### src/pmsc_cfg.svh
/*
 Constants for the PHY mode strap and status block.
 Assumes inclusion by bare name from the package and modules.
*/
`ifndef PMSC_CFG_SVH
`define PMSC_CFG_SVH

// ---------------------------------------------------------------
// Strap encodings
// ---------------------------------------------------------------
`define PMSC_SRC_HW        1'h0
`define PMSC_SRC_SW        1'h1
`define PMSC_SPEED_10      1'h0
`define PMSC_SPEED_100     1'h1
`define PMSC_IF_MII        1'h0
`define PMSC_IF_STREAM     1'h1
`define PMSC_VAR_SERIAL    1'h0
`define PMSC_VAR_PULSE     1'h1
`define PMSC_ROLE_NODE     1'h0
`define PMSC_ROLE_REP      1'h1

// ---------------------------------------------------------------
// Reset values of the latched configuration
// ---------------------------------------------------------------
`define PMSC_RST_SPEED     1'h0
`define PMSC_RST_DUPLEX    1'h0
`define PMSC_RST_AUTONEG   1'h0

`endif

### src/pmsc_pkg.sv
/*
 Types for the PHY mode strap and status block.
 Assumes nothing beyond the constants header.
*/
`include "pmsc_cfg.svh"

package pmsc_pkg;

	typedef enum logic [1:0] {
		PMSC_IF_MII_E,
		PMSC_IF_SYMBOL_E,
		PMSC_IF_SERIAL_E,
		PMSC_IF_PULSE_E
	} pmsc_ifmode_t;

	typedef struct packed {
		logic speed;
		logic duplex;
		logic autoneg;
	} pmsc_opmode_t;

	typedef struct packed {
		logic txActive;
		logic rxActive;
		logic sqeTest;
	} pmsc_activity_t;

endpackage : pmsc_pkg

### src/pmsc_mode_top.sv
/*
 Strap and status logic of a 10/100 PHY: configuration source,
 speed, duplex, auto-negotiation, MAC interface variant, carrier
 sense, collision, lock and link status.
 Assumes straps synchronous to clk and held steady in operation.
*/
// Operation
// - Source select low means hardware straps, high means software registers.
// - Hardware mode: speed pin input, low 10M, high 100M.
// - Software mode: speed pin driven with current speed selection.
// - Hardware mode: autoneg pin input, high enables auto-negotiation.
// - Software mode: autoneg pin driven high when auto-negotiation enabled.
// - Hardware mode: duplex pin input, low half, high full.
// - Software mode: duplex pin driven high for full duplex.
// - Interface select low gives MII, high gives stream interface.
// - Stream variant select ignored unless 10M and stream both selected.
// - Variant low selects 10M serial, high selects link pulse.
// - Lock output high while descrambler holds lock, else low.
// - Link status output high while link established, else low.
// - Link output is signal detect for symbol and link pulse modes.
// - Node/repeater select sets role, changing SQE test and carrier sense.
// - Repeater or full duplex: carrier sense only for receive activity.
// - Collision asserted during SQE test in half-duplex node mode unless SQE inhibit bit set.
// - Device held in reset while active-low reset input is low.
`timescale 1ns/1ps
`default_nettype none

`include "pmsc_cfg.svh"

module pmsc_mode_top
	import pmsc_pkg::*;
(
	input  wire logic           clk,
	input  wire logic           rst,
	input  wire logic           resetIn_n,
	input  wire logic           configSourceSelect,
	input  wire logic           interfaceSelect,
	input  wire logic           streamVariantSelect,
	input  wire logic           nodeRepeaterSelect,
	input  wire logic           speedSelectIn,
	output logic                speedSelectOut,
	output logic                speedSelectOe,
	input  wire logic           autonegSelectIn,
	output logic                autonegSelectOut,
	output logic                autonegSelectOe,
	input  wire logic           duplexSelectIn,
	output logic                duplexSelectOut,
	output logic                duplexSelectOe,
	input  wire pmsc_opmode_t   regMode,
	input  wire logic           sqeInhibit,
	input  wire pmsc_activity_t activity,
	input  wire logic           collisionDetect,
	input  wire logic           descramblerLocked,
	input  wire logic           linkUp,
	input  wire logic           signalDetectRaw,
	output logic                lockOut,
	output logic                linkStatusOut,
	output logic                carrierSense,
	output logic                collision,
	output pmsc_ifmode_t        ifMode,
	output logic                repeaterMode,
	output pmsc_opmode_t        opMode,
	output logic                inReset
);

	// ---------------------------------------------------------------
	// State
	// ---------------------------------------------------------------
	typedef struct packed {
		logic         lock;
		logic         link;
		logic         crs;
		logic         col;
		pmsc_ifmode_t ifm;
		logic         rep;
		logic         hold;
	} pmsc_top_st_t;

	pmsc_top_st_t st_q;
	pmsc_top_st_t st_d;
	logic         swMode;
	logic         devRst;
	logic         effSpeed;
	logic         effDuplex;
	logic         effAutoneg;
	pmsc_opmode_t eff;

	assign devRst = rst | ~resetIn_n;
	assign swMode = (configSourceSelect == `PMSC_SRC_SW);

	// ---------------------------------------------------------------
	// Strap pins
	// ---------------------------------------------------------------
	// speed pin
	pmsc_pin_mux uSpeed (
		.clk    (clk),
		.rst    (devRst),
		.swMode (swMode),
		.pinIn  (speedSelectIn),
		.regVal (regMode.speed),
		.rstVal (`PMSC_RST_SPEED),
		.pinOut (speedSelectOut),
		.pinOe  (speedSelectOe),
		.eff    (effSpeed)
	);

	pmsc_pin_mux uDuplex (
		.clk    (clk),
		.rst    (devRst),
		.swMode (swMode),
		.pinIn  (duplexSelectIn),
		.regVal (regMode.duplex),
		.rstVal (`PMSC_RST_DUPLEX),
		.pinOut (duplexSelectOut),
		.pinOe  (duplexSelectOe),
		.eff    (effDuplex)
	);

	pmsc_pin_mux uAutoneg (
		.clk    (clk),
		.rst    (devRst),
		.swMode (swMode),
		.pinIn  (autonegSelectIn),
		.regVal (regMode.autoneg),
		.rstVal (`PMSC_RST_AUTONEG),
		.pinOut (autonegSelectOut),
		.pinOe  (autonegSelectOe),
		.eff    (effAutoneg)
	);

	assign eff    = '{speed: effSpeed, duplex: effDuplex, autoneg: effAutoneg};
	assign opMode = eff;

	// ---------------------------------------------------------------
	// Next state
	// ---------------------------------------------------------------
	always_comb begin
		st_d      = st_q;
		st_d.hold = 1'h0;
		if (interfaceSelect == `PMSC_IF_MII) begin
			st_d.ifm = PMSC_IF_MII_E;
		end else if (eff.speed == `PMSC_SPEED_100) begin
			st_d.ifm = PMSC_IF_SYMBOL_E;
		end else if (streamVariantSelect == `PMSC_VAR_PULSE) begin
			st_d.ifm = PMSC_IF_PULSE_E;
		end else begin
			st_d.ifm = PMSC_IF_SERIAL_E;
		end
		st_d.rep  = (nodeRepeaterSelect == `PMSC_ROLE_REP);
		st_d.lock = descramblerLocked;
		case (st_d.ifm)
			PMSC_IF_SYMBOL_E,
			PMSC_IF_PULSE_E: st_d.link = signalDetectRaw;
			PMSC_IF_MII_E,
			PMSC_IF_SERIAL_E: st_d.link = linkUp;
			default: st_d.link = 1'h0;
		endcase
		if (st_d.rep || eff.duplex) begin
			st_d.crs = activity.rxActive;
		end else begin
			st_d.crs = activity.rxActive | activity.txActive;
		end
		if (eff.duplex) begin
			st_d.col = 1'h0;
		end else begin
			st_d.col = (collisionDetect & activity.txActive)
				| (activity.sqeTest & ~sqeInhibit & ~st_d.rep);
		end
	end

	always_ff @(posedge clk) begin
		if (devRst) begin
			st_q <= '{lock: 1'h0, link: 1'h0, crs: 1'h0, col: 1'h0,
				ifm: PMSC_IF_MII_E, rep: 1'h0, hold: 1'h1};
		end else begin
			st_q <= st_d;
		end
	end

	assign lockOut       = st_q.lock;
	assign linkStatusOut = st_q.link;
	assign carrierSense  = st_q.crs;
	assign collision     = st_q.col;
	assign ifMode        = st_q.ifm;
	assign repeaterMode  = st_q.rep;
	assign inReset       = st_q.hold;

	// ---------------------------------------------------------------
	// Checks
	// ---------------------------------------------------------------
	// enables follow source
	AST_SRC: assert property (@(posedge clk) disable iff (devRst || inReset)
		1'h1 |=> {speedSelectOe, duplexSelectOe, autonegSelectOe}
		== {3{$past(swMode)}})
		else $error("pin direction does not follow source select");

	AST_HW_SPEED: assert property (@(posedge clk) disable iff (devRst || inReset)
		!swMode |=> !speedSelectOe && !speedSelectOut
		&& opMode.speed == $past(speedSelectIn))
		else $error("speed strap not taken");

	AST_SW_SPEED: assert property (@(posedge clk) disable iff (devRst || inReset)
		swMode ##1 swMode |=> speedSelectOe && speedSelectOut == $past(regMode.speed))
		else $error("speed pin not driven from register");

	AST_HW_AN: assert property (@(posedge clk) disable iff (devRst || inReset)
		!swMode |=> !autonegSelectOe && !autonegSelectOut
		&& opMode.autoneg == $past(autonegSelectIn))
		else $error("autoneg strap not taken");

	AST_SW_AN: assert property (@(posedge clk) disable iff (devRst || inReset)
		swMode |=> autonegSelectOe && autonegSelectOut == $past(regMode.autoneg))
		else $error("autoneg pin wrong");

	AST_HW_DUPLEX: assert property (@(posedge clk) disable iff (devRst || inReset)
		!swMode |=> !duplexSelectOe && opMode.duplex == $past(duplexSelectIn))
		else $error("duplex strap not taken");

	AST_SW_DUPLEX: assert property (@(posedge clk) disable iff (devRst || inReset)
		swMode |=> duplexSelectOe && duplexSelectOut == $past(regMode.duplex))
		else $error("duplex pin not driven from register");

	AST_SW_FOLLOW: assert property (@(posedge clk) disable iff (devRst || inReset)
		swMode |=> opMode == $past(regMode))
		else $error("mode does not follow register settings");

	// ---------------------------------------------------------------
	// Status checks
	// ---------------------------------------------------------------
	// MII selected
	AST_MII: assert property (@(posedge clk) disable iff (devRst || inReset)
		interfaceSelect == `PMSC_IF_MII |=> ifMode == PMSC_IF_MII_E)
		else $error("MII not selected");

	AST_STREAM: assert property (@(posedge clk) disable iff (devRst || inReset)
		interfaceSelect == `PMSC_IF_STREAM |=> ifMode != PMSC_IF_MII_E)
		else $error("stream interface not selected");

	AST_SYMBOL: assert property (@(posedge clk) disable iff (devRst || inReset)
		interfaceSelect && opMode.speed |=> ifMode == PMSC_IF_SYMBOL_E)
		else $error("symbol interface not selected");

	AST_VARIANT: assert property (@(posedge clk) disable iff (devRst || inReset)
		interfaceSelect && !opMode.speed && !streamVariantSelect
		|=> ifMode == PMSC_IF_SERIAL_E)
		else $error("serial variant not selected");

	AST_PULSE: assert property (@(posedge clk) disable iff (devRst || inReset)
		interfaceSelect && !opMode.speed && streamVariantSelect
		|=> ifMode == PMSC_IF_PULSE_E)
		else $error("link pulse variant not selected");

	AST_LOCK: assert property (@(posedge clk) disable iff (devRst || inReset)
		descramblerLocked |=> lockOut)
		else $error("lock not reported");

	AST_LOCK_LOW: assert property (@(posedge clk) disable iff (devRst || inReset)
		!descramblerLocked |=> !lockOut)
		else $error("lock reported without lock");

	AST_LINK_STA: assert property (@(posedge clk) disable iff (devRst || inReset)
		!inReset && (ifMode == PMSC_IF_MII_E || ifMode == PMSC_IF_SERIAL_E)
		|-> linkStatusOut == $past(linkUp))
		else $error("link status not mapped");

	AST_LINK: assert property (@(posedge clk) disable iff (devRst || inReset)
		ifMode == PMSC_IF_SYMBOL_E ##0 $stable(ifMode)
		|-> linkStatusOut == $past(signalDetectRaw))
		else $error("signal detect not mapped");

	AST_ROLE: assert property (@(posedge clk) disable iff (devRst || inReset)
		1'h1 |=> repeaterMode == $past(nodeRepeaterSelect))
		else $error("role does not follow select");

	AST_CRS: assert property (@(posedge clk) disable iff (devRst || inReset)
		(nodeRepeaterSelect || opMode.duplex) && !activity.rxActive |=> !carrierSense)
		else $error("carrier sense on transmit");

	AST_CRS_HALF: assert property (@(posedge clk) disable iff (devRst || inReset)
		!nodeRepeaterSelect && !opMode.duplex && activity.txActive |=> carrierSense)
		else $error("carrier sense missing on transmit");

	AST_SQE: assert property (@(posedge clk) disable iff (devRst || inReset)
		sqeInhibit && !collisionDetect |=> !collision)
		else $error("collision despite SQE inhibit");

	AST_SQE_COL: assert property (@(posedge clk) disable iff (devRst || inReset)
		activity.sqeTest && !sqeInhibit && !nodeRepeaterSelect && !opMode.duplex
		|=> collision)
		else $error("no collision during SQE test");

	AST_FDX_COL: assert property (@(posedge clk) disable iff (devRst || inReset)
		opMode.duplex |=> !collision)
		else $error("collision in full duplex");

	AST_RESET: assert property (@(posedge clk)
		!resetIn_n |=> inReset && !collision && !speedSelectOe)
		else $error("not held in reset");

endmodule // pmsc_mode_top

`default_nettype wire

### src/pmsc_pin_mux.sv
/*
 One strap pin that is an input in hardware mode and an output
 in software mode. Assumes synchronous pin inputs.
*/
`timescale 1ns/1ps
`default_nettype none

module pmsc_pin_mux
	import pmsc_pkg::*;
(
	input  wire logic clk,
	input  wire logic rst,
	input  wire logic swMode,
	input  wire logic pinIn,
	input  wire logic regVal,
	input  wire logic rstVal,
	output logic      pinOut,
	output logic      pinOe,
	output logic      eff
);

	typedef struct packed {
		logic out;
		logic oe;
		logic eff;
	} pmsc_pin_st_t;

	pmsc_pin_st_t st_q;
	pmsc_pin_st_t st_d;

	always_comb begin
		st_d     = st_q;
		st_d.oe  = swMode;
		st_d.out = swMode ? regVal : 1'h0;
		st_d.eff = swMode ? regVal : pinIn;
	end

	always_ff @(posedge clk) begin
		if (rst) begin
			st_q <= '{out: 1'h0, oe: 1'h0, eff: rstVal};
		end else begin
			st_q <= st_d;
		end
	end

	assign pinOut = st_q.out;
	assign pinOe  = st_q.oe;
	assign eff    = st_q.eff;

	AST_PIN_DIR: assert property (@(posedge clk) disable iff (rst)
		$past(rst) == 1'h0 |-> pinOe == $past(swMode))
		else $error("pin direction does not follow mode");

endmodule // pmsc_pin_mux

`default_nettype wire

### config.mk
export PLATFORM = sky130hd
export DESIGN_NAME = pmsc_mode_top
export DESIGN_NICKNAME = d
export VERILOG_FILES = /design/src/pmsc_pkg.sv /design/src/pmsc_mode_top.sv /design/src/pmsc_pin_mux.sv
export VERILOG_INCLUDE_DIRS = /design/src
export SDC_FILE = /design/constraint.sdc
export NUM_CORES = 1
export LEC_CHECK = 0
export CORE_AREA = 3 3 43 45
export CTS_CLUSTER_SIZE = 25
export DETAILED_ROUTE_END_ITERATION = 16
export DIE_AREA = 0 0 46 48
export DONT_BUFFER_PORTS = 1
export GPL_TIMING_DRIVEN = 0
export PLACE_DENSITY_LB_ADDON = 0.15
export SETUP_SLACK_MARGIN = 0.3
export SLEW_MARGIN = 20
export SYNTH_ARGS = -nofsm -noshare
export SYNTH_HDL_FRONTEND = slang
export SYNTH_HIERARCHICAL = 1
export SYNTH_SLANG_ARGS = --single-unit
### constraint.sdc
create_clock -name clk -period 1.6 [get_ports clk]
set_clock_uncertainty 0.05 [all_clocks]
set_input_delay 0.32 -clock clk [delete_from_list [all_inputs] [get_ports clk]]
set_output_delay 0.32 -clock clk [all_outputs]
set_load 0.03 [all_outputs]
==> out/qor.csv, run 1 <==
stage;metric;value;unit
cts;Clock Pin Slew Worst Setup and Hold Paths;90;ps
worst_setup_path;CP Launch Type;flip-flop;
cts;Hold Buf Count CTS;0;
finish;share of cells above drive strength 1;0.183;
synth;Post-Syn Area per Cell;11.0;sq um
placed_design;DP HPWL;729;microns
route;Routed WL;966;microns
die;Die Area;2210;sq um
global_route;vias in the first global route;323;
synth;Seq/Total Area, Yosys;0.575;
worst_setup_path;Critical Path AT;820;ps
worst_setup_path;slowest stage delay, CP;370;ps
global_route;initial antenna violation count;0;
worst_setup_path;worst path required time;1230;ps
worst_setup_path;classification of the worst setup path;reg -> out;
timing;post-layout minimum cycle time;1190;ps
worst_setup_path;CP endpoint kind;primary output;
worst_hold_path;worst hold path type;in -> reg;
cts;Skew-Pair Late Insertion Delay;280;ps
die;Top-Level Pins;38;
synth;Ys Warns;6;
worst_setup_path;crit path buf inv count;1;
timing;Final Hold Vio Count;0;
die;Chip Height;48;microns
worst_setup_path;CP Cell Sequence;buf_4;
route;DR WL/cell;12.7;microns
die;num rows;14;
route;routed vias;354;
finish;Fillers;147;
cts;clock sinks;17;
die;chip width;46;microns
global_route;overflow left after global routing;0;
timing;Slew Limit Fails;0;
worst_setup_path;slowest cell on the critical path;dfxtp_1;
die;area of the core;1510;sq um
route;Initial DRC Count;2;
timing;final period utilization;0.746;
cts;total CTS buffers;3;
job;Max Cap Viol;0;
cts;root buf cell;clkbuf_4;
power_and_ir_drop;Pwr per Cell Area;1180;nW/um^2
cts;CTS Buffer Depth;2;
finish;Inserted Diodes;0;
synth;Synth Register Bits;17;
global_route;gr usage total;0.0928;
global_route;first-pass GRT wire length;1380;microns
finish;Final nets;82;
global_route;largest net degree at the start of global routing;17;
die;Initial Util;0.393;
placed_design;Port Buffers;0;
cts;post-CTS resize count;0;
route;post-route ant nets;0;
finish;area delta synth->final;9.30;%
outcome;outcome;finished, final reports clean;
cts;TritonCTS clock tree;done;
timing;hold slack;90.5;ps
power_and_ir_drop;leakage;0.290;nW
route;DRC violations left;0;
synth;synthesized instance count;54;
timing;Setup TNS;0;ps
timing;final setup fails;0;
worst_setup_path;Top delay family on crit path;flip-flops;
worst_setup_path;Crit Path Max Fanout;3;
timing;RSZ-0062 raised after global routing;no;
cts;Max H-tree Level;1;
power_and_ir_drop;Peak VDD IR;0.000457;V
cts;Post-CTS Setup Inserts;0;
synth;post-synth design cell area;592;sq um
timing;Max Fclk;838;MHz
synth;post-synthesis cell type count;18;
placed_design;routability cong.;0.541;
route;routed vias/inst;4.66;
route;drt first pass iters;2;
==> layout by cell type (no fill, tap or decap), drive strengths merged <==
cell type,count
dfxtp,17
clkbuf,5
mux2i,4
nand2,4
o21ai,4
inv,3
nor2,3
buf,3
conb,3
nor2b,3
and2,3
nand3b,2
or3b,2
nand2b,1
nor3b,1
a21oi,1
a211oi,1
==> synth_stat cells <==
library cell  instances  share of area
a211oi_2              1          0.021
a21oi_1               1         0.0084
and2_1                3          0.032
buf_4                 3          0.038
clkbuf_1              1         0.0063
conb_1                1         0.0063
dfxtp_1              17           0.58
inv_1                 3          0.019
mux2i_1               4          0.068
nand2_1               4          0.025
nand2b_1              1          0.011
nand3b_1              2          0.025
nor2_1                3          0.019
nor2b_4               3          0.070
nor3b_1               1          0.013
o21ai_0               1         0.0084
o21ai_1               3          0.025
or3b_1                2          0.030
==> power breakdown <==
part           total (mW)  leakage (nW)  switching (mW)  internal, mW
Combinational      0.0644         0.135          0.0348        0.0296
Clock               0.219        0.0150           0.122        0.0966
Sequential          0.479         0.140          0.0358         0.443
==> layer usage <==
metal,global-route usage,part of all wire,up-vias
met5,0,0,-
met4,0.0682,0,0
met3,0.0489,0.13,0
met2,0.146,0.48,24
met1,0.0940,0.39,151
li1,-,-,179
==> state kept, by name (all words and copies together), names as in the netlist <==
name / cells
carrierSense: 1
collision: 1
ifMode: 2
inReset: 1
linkStatusOut: 1
lockOut: 1
repeaterMode: 1
uAutoneg/eff: 1
uAutoneg/pinOe: 1
uAutoneg/pinOut: 1
uDuplex/eff: 1
uDuplex/pinOe: 1
uDuplex/pinOut: 1
uSpeed/eff: 1
uSpeed/pinOe: 1
uSpeed/pinOut: 1
==> layout make-up <==
type	instances	area [sq um]	share of cell area
plain buffers	4	27.5	0.0426
clock buffers	4	26.3	0.0406
multi-input cells	32	221	0.342
inverters	3	11.3	0.0174
flip-flops and latches	17	340	0.526
well taps	16	20.0	0.0309
==> metrics by stage <==
stage | setup slack [ps] | cells | util | cell area (sq um) | total power [mW]
2_1_floorplan | 533 | 56 | - | 601 | 0.546
3_3_place_gp | 435 | 72 | 0.412 | 621 | 0.554
3_5_place_dp | 425 | 72 | 0.412 | 621 | 0.554
4_1_cts | 392 | 76 | 0.429 | 647 | 0.777
5_1_grt | 362 | 76 | 0.429 | 647 | 0.798
6_report | 407 | 76 | 0.429 | 647 | 0.762
==> final timing paths <==
path                      start             to  slack, ps  cells past startpoint
max                 uDuplex/eff      opMode[1]        410                      1
max reg2reg          uSpeed/eff  linkStatusOut        630                      2
min reg2reg         uDuplex/eff      collision        410                      1
min          nodeRepeaterSelect   repeaterMode         90                      2
==> kinds of logic after synthesis <==
| family | after synthesis | share of synthesized area |
|---|---|---|
| muxes | 4 | 0.0677 |
| and+or+nand+nor | 19 | 0.224 |
| AOI/OAI and AO/OA | 6 | 0.0634 |
| DFF | 17 | 0.575 |
| other | 1 | 0.00634 |
| buffers and inverters | 7 | 0.0634 |
Power figures use the tool's default switching activity.
==> run 2, diff against run 1 <==
Settings changed: ABC_AREA from default to 1, CORE_AREA 3 3 43 45 to 3 3 44 46, DIE_AREA 0 0 46 48 to 0 0 47 49.
Clock period 1.6 ns to 0.96 ns, I/O delays scaled along.
==> run 2 against run 1 <==
The flow now finishes with violations (hold timing, setup timing). Clock power grew 66%. Routed wire length grew 12%. Clock-buffer cell count is the same. Die area grew 4.3%. Register-to-register slack lost 620 ps. Sequential share of layout area shrank 3.4 points.
==> out/qor.csv, run 2 <==
stage;metric;value;unit;change
outcome;outcome;complete, but fails checks;;
outcome;failing checks;hold timing, setup timing;;
placed_design;routability cong.;0.598;;+11%
global_route;largest net degree at the start of global routing;15;;-2
worst_setup_path;Critical Path AT;750;ps;-70 ps
global_route;overflow left after global routing;0;;unchanged
worst_setup_path;Crit Path Max Fanout;2;;-1
finish;max reg flops;2;;unchanged
die;num rows;14;;unchanged
global_route;first-pass GRT wire length;1710;microns;+24%
timing;RSZ-0062 raised after global routing;yes;;
power_and_ir_drop;Peak VDD IR;0.000717;V;+57%
placed_design;DP HPWL;836;microns;+15%
cts;Skew-Pair Late Insertion Delay;280;ps;about the same
die;Chip Height;49;microns;+2.1%
power_and_ir_drop;leakage;0.401;nW;+38%
finish;commonest non-fill, non-tap cell in the layout;dfxtp_4;;
worst_setup_path;worst path required time;720;ps;-510 ps
synth;ys flop type;dfxtp_1;;
worst_setup_path;CP Cell Sequence;buf_6;;
cts;Clock Pin Slew Worst Setup and Hold Paths;90;ps;about the same
synth;synth cell count leaders;dfxtp_1, inv_1, nand2_1, nor2_1, nand3_2;;
power_and_ir_drop;sequential cell fraction of total power;0.597;;-0.031
cts;CTS Buffer Depth;2;;unchanged
job;Max Cap Viol;0;;unchanged
timing;Setup TNS;-68.1;ps;-68.1 ps
synth;cell taking the most area after synthesis;dfxtp_1;;
cts;total CTS buffers;3;;unchanged
synth;Ys Warns;6;;unchanged
synth;synthesized instance count;72;;+33%
worst_setup_path;classification of the worst setup path;reg -> out;;
cts;TritonCTS clock tree;done;;
synth;Synth Register Bits;17;;unchanged
global_route;grt met3 use;0.0332;;-0.0157
power_and_ir_drop;clock power share;0.278;;-0.009
power_and_ir_drop;Pwr per Cell Area;1620;nW/um^2;+38%
worst_setup_path;Top delay family on crit path;flip-flops;;
die;area of the core;1540;sq um;+2.3%
global_route;vias in the first global route;432;;+34%
die;Top-Level Pins;38;;unchanged
timing;Final Hold Vio Count;12;;+12
timing;final setup fails;3;;+3
route;Initial DRC Count;1;;-1
placed_design;Port Buffers;0;;unchanged
synth;most frequent cell after synthesis;dfxtp_1;;
timing;Slew Limit Fails;0;;unchanged
timing;hold slack;-43.6;ps;-134 ps
timing;fin worst setup slack;-31.8;ps;-439 ps
synth;asr flop ratio synth;0;;unchanged
synth;main area contributors after synthesis;dfxtp_1, nand3_2, inv_1, nand2_1, nor2_1;;
route;routed vias;443;;+25%
power_and_ir_drop;Pwr Total;1.31;mW;+71%
placed_design;pre-CTS WS;164;ps;-261 ps
power_and_ir_drop;P_int;0.954;mW;+68%
route;routed vias/inst;4.57;;-2.0%
global_route;met1 usage;0.103;;+0.00918
worst_setup_path;CP Launch Type;flip-flop;;
worst_setup_path;crit path buf inv count;1;;unchanged
cts;clock sinks;17;;unchanged
cts;Max H-tree Level;1;;unchanged
die;Initial Util;0.410;;+0.0170
placed_design;dpl cells;90;;+25%
finish;Final nets;103;;+26%
synth;EDFF count, synth;0;;unchanged
finish;Inserted Diodes;0;;unchanged
finish;area delta synth->final;27.5;%;
finish;share of cells above drive strength 1;0.580;;+0.397
worst_setup_path;slowest cell on the critical path;dfxtp_2;;
global_route;met2 Usage GRT;0.181;;+0.0354
global_route;initial antenna violation count;0;;unchanged
timing;Max Fclk;1010;MHz;
worst_hold_path;worst hold path type;in -> reg;;
synth;Post-Syn Area per Cell;8.78;sq um;-20%
finish;most frequent cells in the layout;dfxtp_4, inv_1, nand2_1;;
finish;Fillers;137;;-6.8%
finish;non-filler cells, final;97;;+28%
route;Routed WL;1080;microns;+12%
global_route;gr usage total;0.106;;+0.0135
route;post-route ant nets;0;;unchanged
synth;share of the synthesized area in the top cell type;0.539;;-0.0364
power_and_ir_drop;Sw Pwr;0.353;mW;+83%
synth;post-synthesis cell type count;16;;-2
timing;post-layout minimum cycle time;992;ps;
route;DRC violations left;0;;unchanged
route;DR WL/cell;11.2;microns;-12%
worst_setup_path;slowest stage delay, CP;350;ps;-20 ps
die;chip width;47;microns;+2.2%
timing;final period utilization;1.03;;
synth;post-synth design cell area;632;sq um;+6.8%
synth;Seq/Total Area, Yosys;0.539;;-0.0364
power_and_ir_drop;switching share of power;0.270;;+0.0173
power_and_ir_drop;Comb power frac;0.125;;+0.041
worst_setup_path;CP endpoint kind;primary output;;
die;Die Area;2300;sq um;+4.3%
global_route;GR peak layer;met2;;
route;drt first pass iters;2;;unchanged
cts;root buf cell;clkbuf_4;;
run 2: cell types whose count changed after synthesis, moves of 4 or more:
cell | before | now
mux2i_1 | 4 | 0
nor2_1 | 3 | 7
inv_1 | 3 | 14
nand2_1 | 4 | 9
nand3_1 | 0 | 4
inv_2 | 0 | 4
nand3_2 | 0 | 6
run 2: layout make-up:
| type | count | area, sq um | area share |
|---|---|---|---|
| Inverter | 18 | 77.6 | 0.0963 |
| Timing Repair Buffer | 3 | 26.3 | 0.0326 |
| Buffer | 3 | 33.8 | 0.0419 |
| Clock buffer | 4 | 26.3 | 0.0326 |
| Tap cell | 16 | 20.0 | 0.0248 |
| Sequential cell | 17 | 397 | 0.492 |
| Multi-Input combinational cell | 36 | 225 | 0.280 |
run 2: cells by family (layout without fill, tap and decap cells):
kind of cell,count (synthesis),after routing,synth area share
and+or+nand+nor,30,30,0.277
buffers and inverters,21,28,0.143
DFF,17,17,0.539
AOI/OAI and AO/OA,3,3,0.0356
other,1,3,0.00593
run 2: routing by layer:
layer | wire [microns] | part of all wire
met5 | 0 | 0
met4 | 13 | 0.012
met3 | 90 | 0.083
met2 | 590 | 0.54
met1 | 388 | 0.36
run 2: metrics by stage:
stage	hold WS, ps	util	cell area, sq um
6_report	-43.6	0.523	806
5_1_grt	-61.8	0.523	806
4_1_cts	-58.1	0.509	785
3_5_place_dp	253	0.450	694
3_3_place_gp	250	0.450	694
2_1_floorplan	247	-	674
run 2: path summary, 6_finish.rpt:
kind                          start             to  slack [ps]  depth (start not counted)
hold / removal    descramblerLocked        lockOut         -40                          2
setup / recovery        uDuplex/eff      opMode[1]         -30                          1
hold reg to reg          uSpeed/eff      ifMode[1]         550                          3
setup reg to reg         uSpeed/eff  linkStatusOut          10                          6
run 2: power groups by stage:
stage	sequential, mW	clock (mW)	combinational, mW
floorplan	0.821	0	0.119
global route	0.785	0.415	0.181
CTS	0.782	0.389	0.148
global placement	0.824	0	0.129
finish	0.781	0.364	0.163
detailed placement	0.825	0	0.131
run 2: repair_timing:
item,4_1_cts,5_1_grt
pin swaps,3,4
gates resized for setup,21,3
endpoints found under the hold margin,12,12
buffers inserted,1,2
setup endpoints to repair,21,22
==> run 3, diff against run 2 <==
Settings changed: CORE_AREA 3 3 44 46 to 3 3 42 44, DIE_AREA 0 0 47 49 to 0 0 45 47.
==> run 3 against run 2 <==
The flow still finishes with violations (hold timing, setup timing). Power down 0.73%. Sequential share of layout area up 0.54 points. Critical path type unchanged. Clock power about the same. Hold slack worse by 7.1 ps. Worst setup slack better by 2.5 ps. Final area down 1.1%. Global-route usage up 0.42 points. Via count down 2.0%. Register-to-register slack better by 30 ps. Sequential power about the same. Combinational power down 5%.
==> out/qor.csv, run 3 (synthesis results as in run 2) <==
stage;metric;value;unit;change
route;drt first pass iters;2;;unchanged
worst_setup_path;Critical Path AT;750;ps;about the same
die;Initial Util;0.429;;+0.0195
global_route;gr usage total;0.110;;+0.00419
finish;most frequent cells in the layout;dfxtp_4, inv_1, nand2_1, nand3_2, nor2_1;;
worst_setup_path;slowest cell on the critical path;dfxtp_2;;
finish;commonest non-fill, non-tap cell in the layout;dfxtp_4;;
finish;share of cells above drive strength 1;0.595;;+0.0147
finish;Post-Layout Inst Area;797;sq um;-1.1%
timing;final setup fails;3;;unchanged
cts;Clock Pin Slew Worst Setup and Hold Paths;100;ps;about the same
worst_setup_path;Crit Path Max Fanout;2;;unchanged
global_route;first-pass GRT wire length;1550;microns;-9.3%
cts;Max H-tree Level;1;;unchanged
power_and_ir_drop;Pwr per Cell Area;1630;nW/um^2;+0.36%
route;Routed WL;1060;microns;-2.3%
placed_design;Placed Area;694;sq um;unchanged
worst_setup_path;crit path buf inv count;1;;unchanged
route;routed vias;434;;-2.0%
finish;fin util;0.542;;+0.0189
global_route;overflow left after global routing;0;;unchanged
power_and_ir_drop;leakage;0.396;nW;-1.3%
placed_design;routability cong.;0.574;;-3.9%
die;area of the core;1470;sq um;-4.5%
placed_design;pre-CTS WS;166;ps;+1.30 ps
route;routed vias/inst;4.57;;about the same
cts;CTS Buffer Depth;2;;unchanged
worst_setup_path;classification of the worst setup path;reg -> out;;
power_and_ir_drop;Pwr Total;1.30;mW;-0.73%
timing;hold slack;-50.7;ps;-7.12 ps
cts;TritonCTS clock tree;done;;
global_route;GR peak layer;met2;;
global_route;met2 Usage GRT;0.181;;-0.000205
route;DR WL/cell;11.1;microns;-0.25%
worst_setup_path;CP endpoint kind;primary output;;
outcome;failing checks;hold timing, setup timing;;
die;num rows;14;;unchanged
power_and_ir_drop;Peak VDD IR;0.000823;V;+15%
timing;Final Hold Vio Count;11;;-1
timing;Slew Limit Fails;0;;unchanged
placed_design;Port Buffers;0;;unchanged
job;Max Cap Viol;0;;unchanged
cts;total CTS buffers;3;;unchanged
global_route;largest net degree at the start of global routing;15;;unchanged
global_route;vias in the first global route;397;;-8.1%
cts;root buf cell;clkbuf_4;;
timing;post-layout minimum cycle time;989;ps;-2.54 ps
worst_setup_path;Top delay family on crit path;flip-flops;;
timing;RSZ-0062 raised after global routing;yes;;
worst_setup_path;worst path required time;720;ps;about the same
timing;fin worst setup slack;-29.2;ps;+2.54 ps
timing;final period utilization;1.03;;-0.00264
outcome;outcome;complete, but fails checks;;
global_route;grt met3 use;0.0498;;+0.0166
die;Die Area;2120;sq um;-8.2%
cts;clock sinks;17;;unchanged
route;DRC violations left;0;;unchanged
worst_hold_path;worst hold path type;in -> reg;;
finish;Fillers;147;;+7.3%
worst_setup_path;CP Launch Type;flip-flop;;
worst_setup_path;slowest stage delay, CP;340;ps;about the same
die;Top-Level Pins;38;;unchanged
finish;max reg flops;2;;unchanged
die;Chip Height;47;microns;-4.1%
finish;non-filler cells, final;95;;-2.1%
placed_design;dpl cells;90;;unchanged
die;chip width;45;microns;-4.3%
worst_setup_path;CP Cell Sequence;buf_6;;
timing;Max Fclk;1010;MHz;+0.26%
route;post-route ant nets;0;;unchanged
finish;area delta synth->final;26.1;%;
finish;Inserted Diodes;0;;unchanged
global_route;met1 usage;0.109;;+0.00566
finish;Final nets;101;;-1.9%
cts;Skew-Pair Late Insertion Delay;280;ps;about the same
timing;Setup TNS;-64.7;ps;+3.38 ps
route;Initial DRC Count;1;;unchanged
placed_design;DP HPWL;763;microns;-8.7%
global_route;initial antenna violation count;0;;unchanged
[run 3: cell count changes in the layout (fill, tap and decap cells not counted), sizes merged]
cell / previous run / this run
clkbuf: 4 / 3
buf: 6 / 4
clkinv: 0 / 1
[run 3: what timing repair did]
action	4_1_cts	5_1_grt
buffers inserted	1	0
setup endpoints to repair	21	22
hold endpoints to repair	13	12
pin swaps	3	2
gates resized for setup	21	3
[run 3: worst paths after layout]
kind | depth (start not counted) | endpoint | startpoint | slack (ps)
setup / recovery | 1 | opMode[2] | uSpeed/eff | -30
hold / removal | 2 | lockOut | descramblerLocked | -50
setup reg to reg | 5 | linkStatusOut | uSpeed/eff | 40
hold reg to reg | 3 | collision | uDuplex/eff | 480
[run 3: power by group]
part | internal (mW) | switching, mW
registers | 0.720 | 0.0595
clock network | 0.154 | 0.209
logic | 0.0628 | 0.0921
total | 0.937 | 0.361
[run 3: area by class of cell]
type,count,area (sq um),area share
repair buffers,1,7.51,0.00942
inverters,18,75.1,0.0942
multi-input cells,36,236,0.297
clock inverters,1,5.00,0.00628
well taps,16,20.0,0.0251
clock buffers,3,22.5,0.0283
flip-flops and latches,17,397,0.498
plain buffers,3,33.8,0.0424
[run 3: worst reg2reg max path, stage by stage, from the launching register on]
cell	delay, ps
dfxtp_2	330
buf_4	140
inv_2	60
nand2_4	50
a21oi_2	140
nor2_2	50
[run 3: per-layer routing]
metal | vias to the layer above | part of all wire
met1 | 189 | 0.38
met4 | 0 | 0.0095
met5 | - | 0
li1 | 221 | -
met3 | 2 | 0.11
met2 | 22 | 0.50
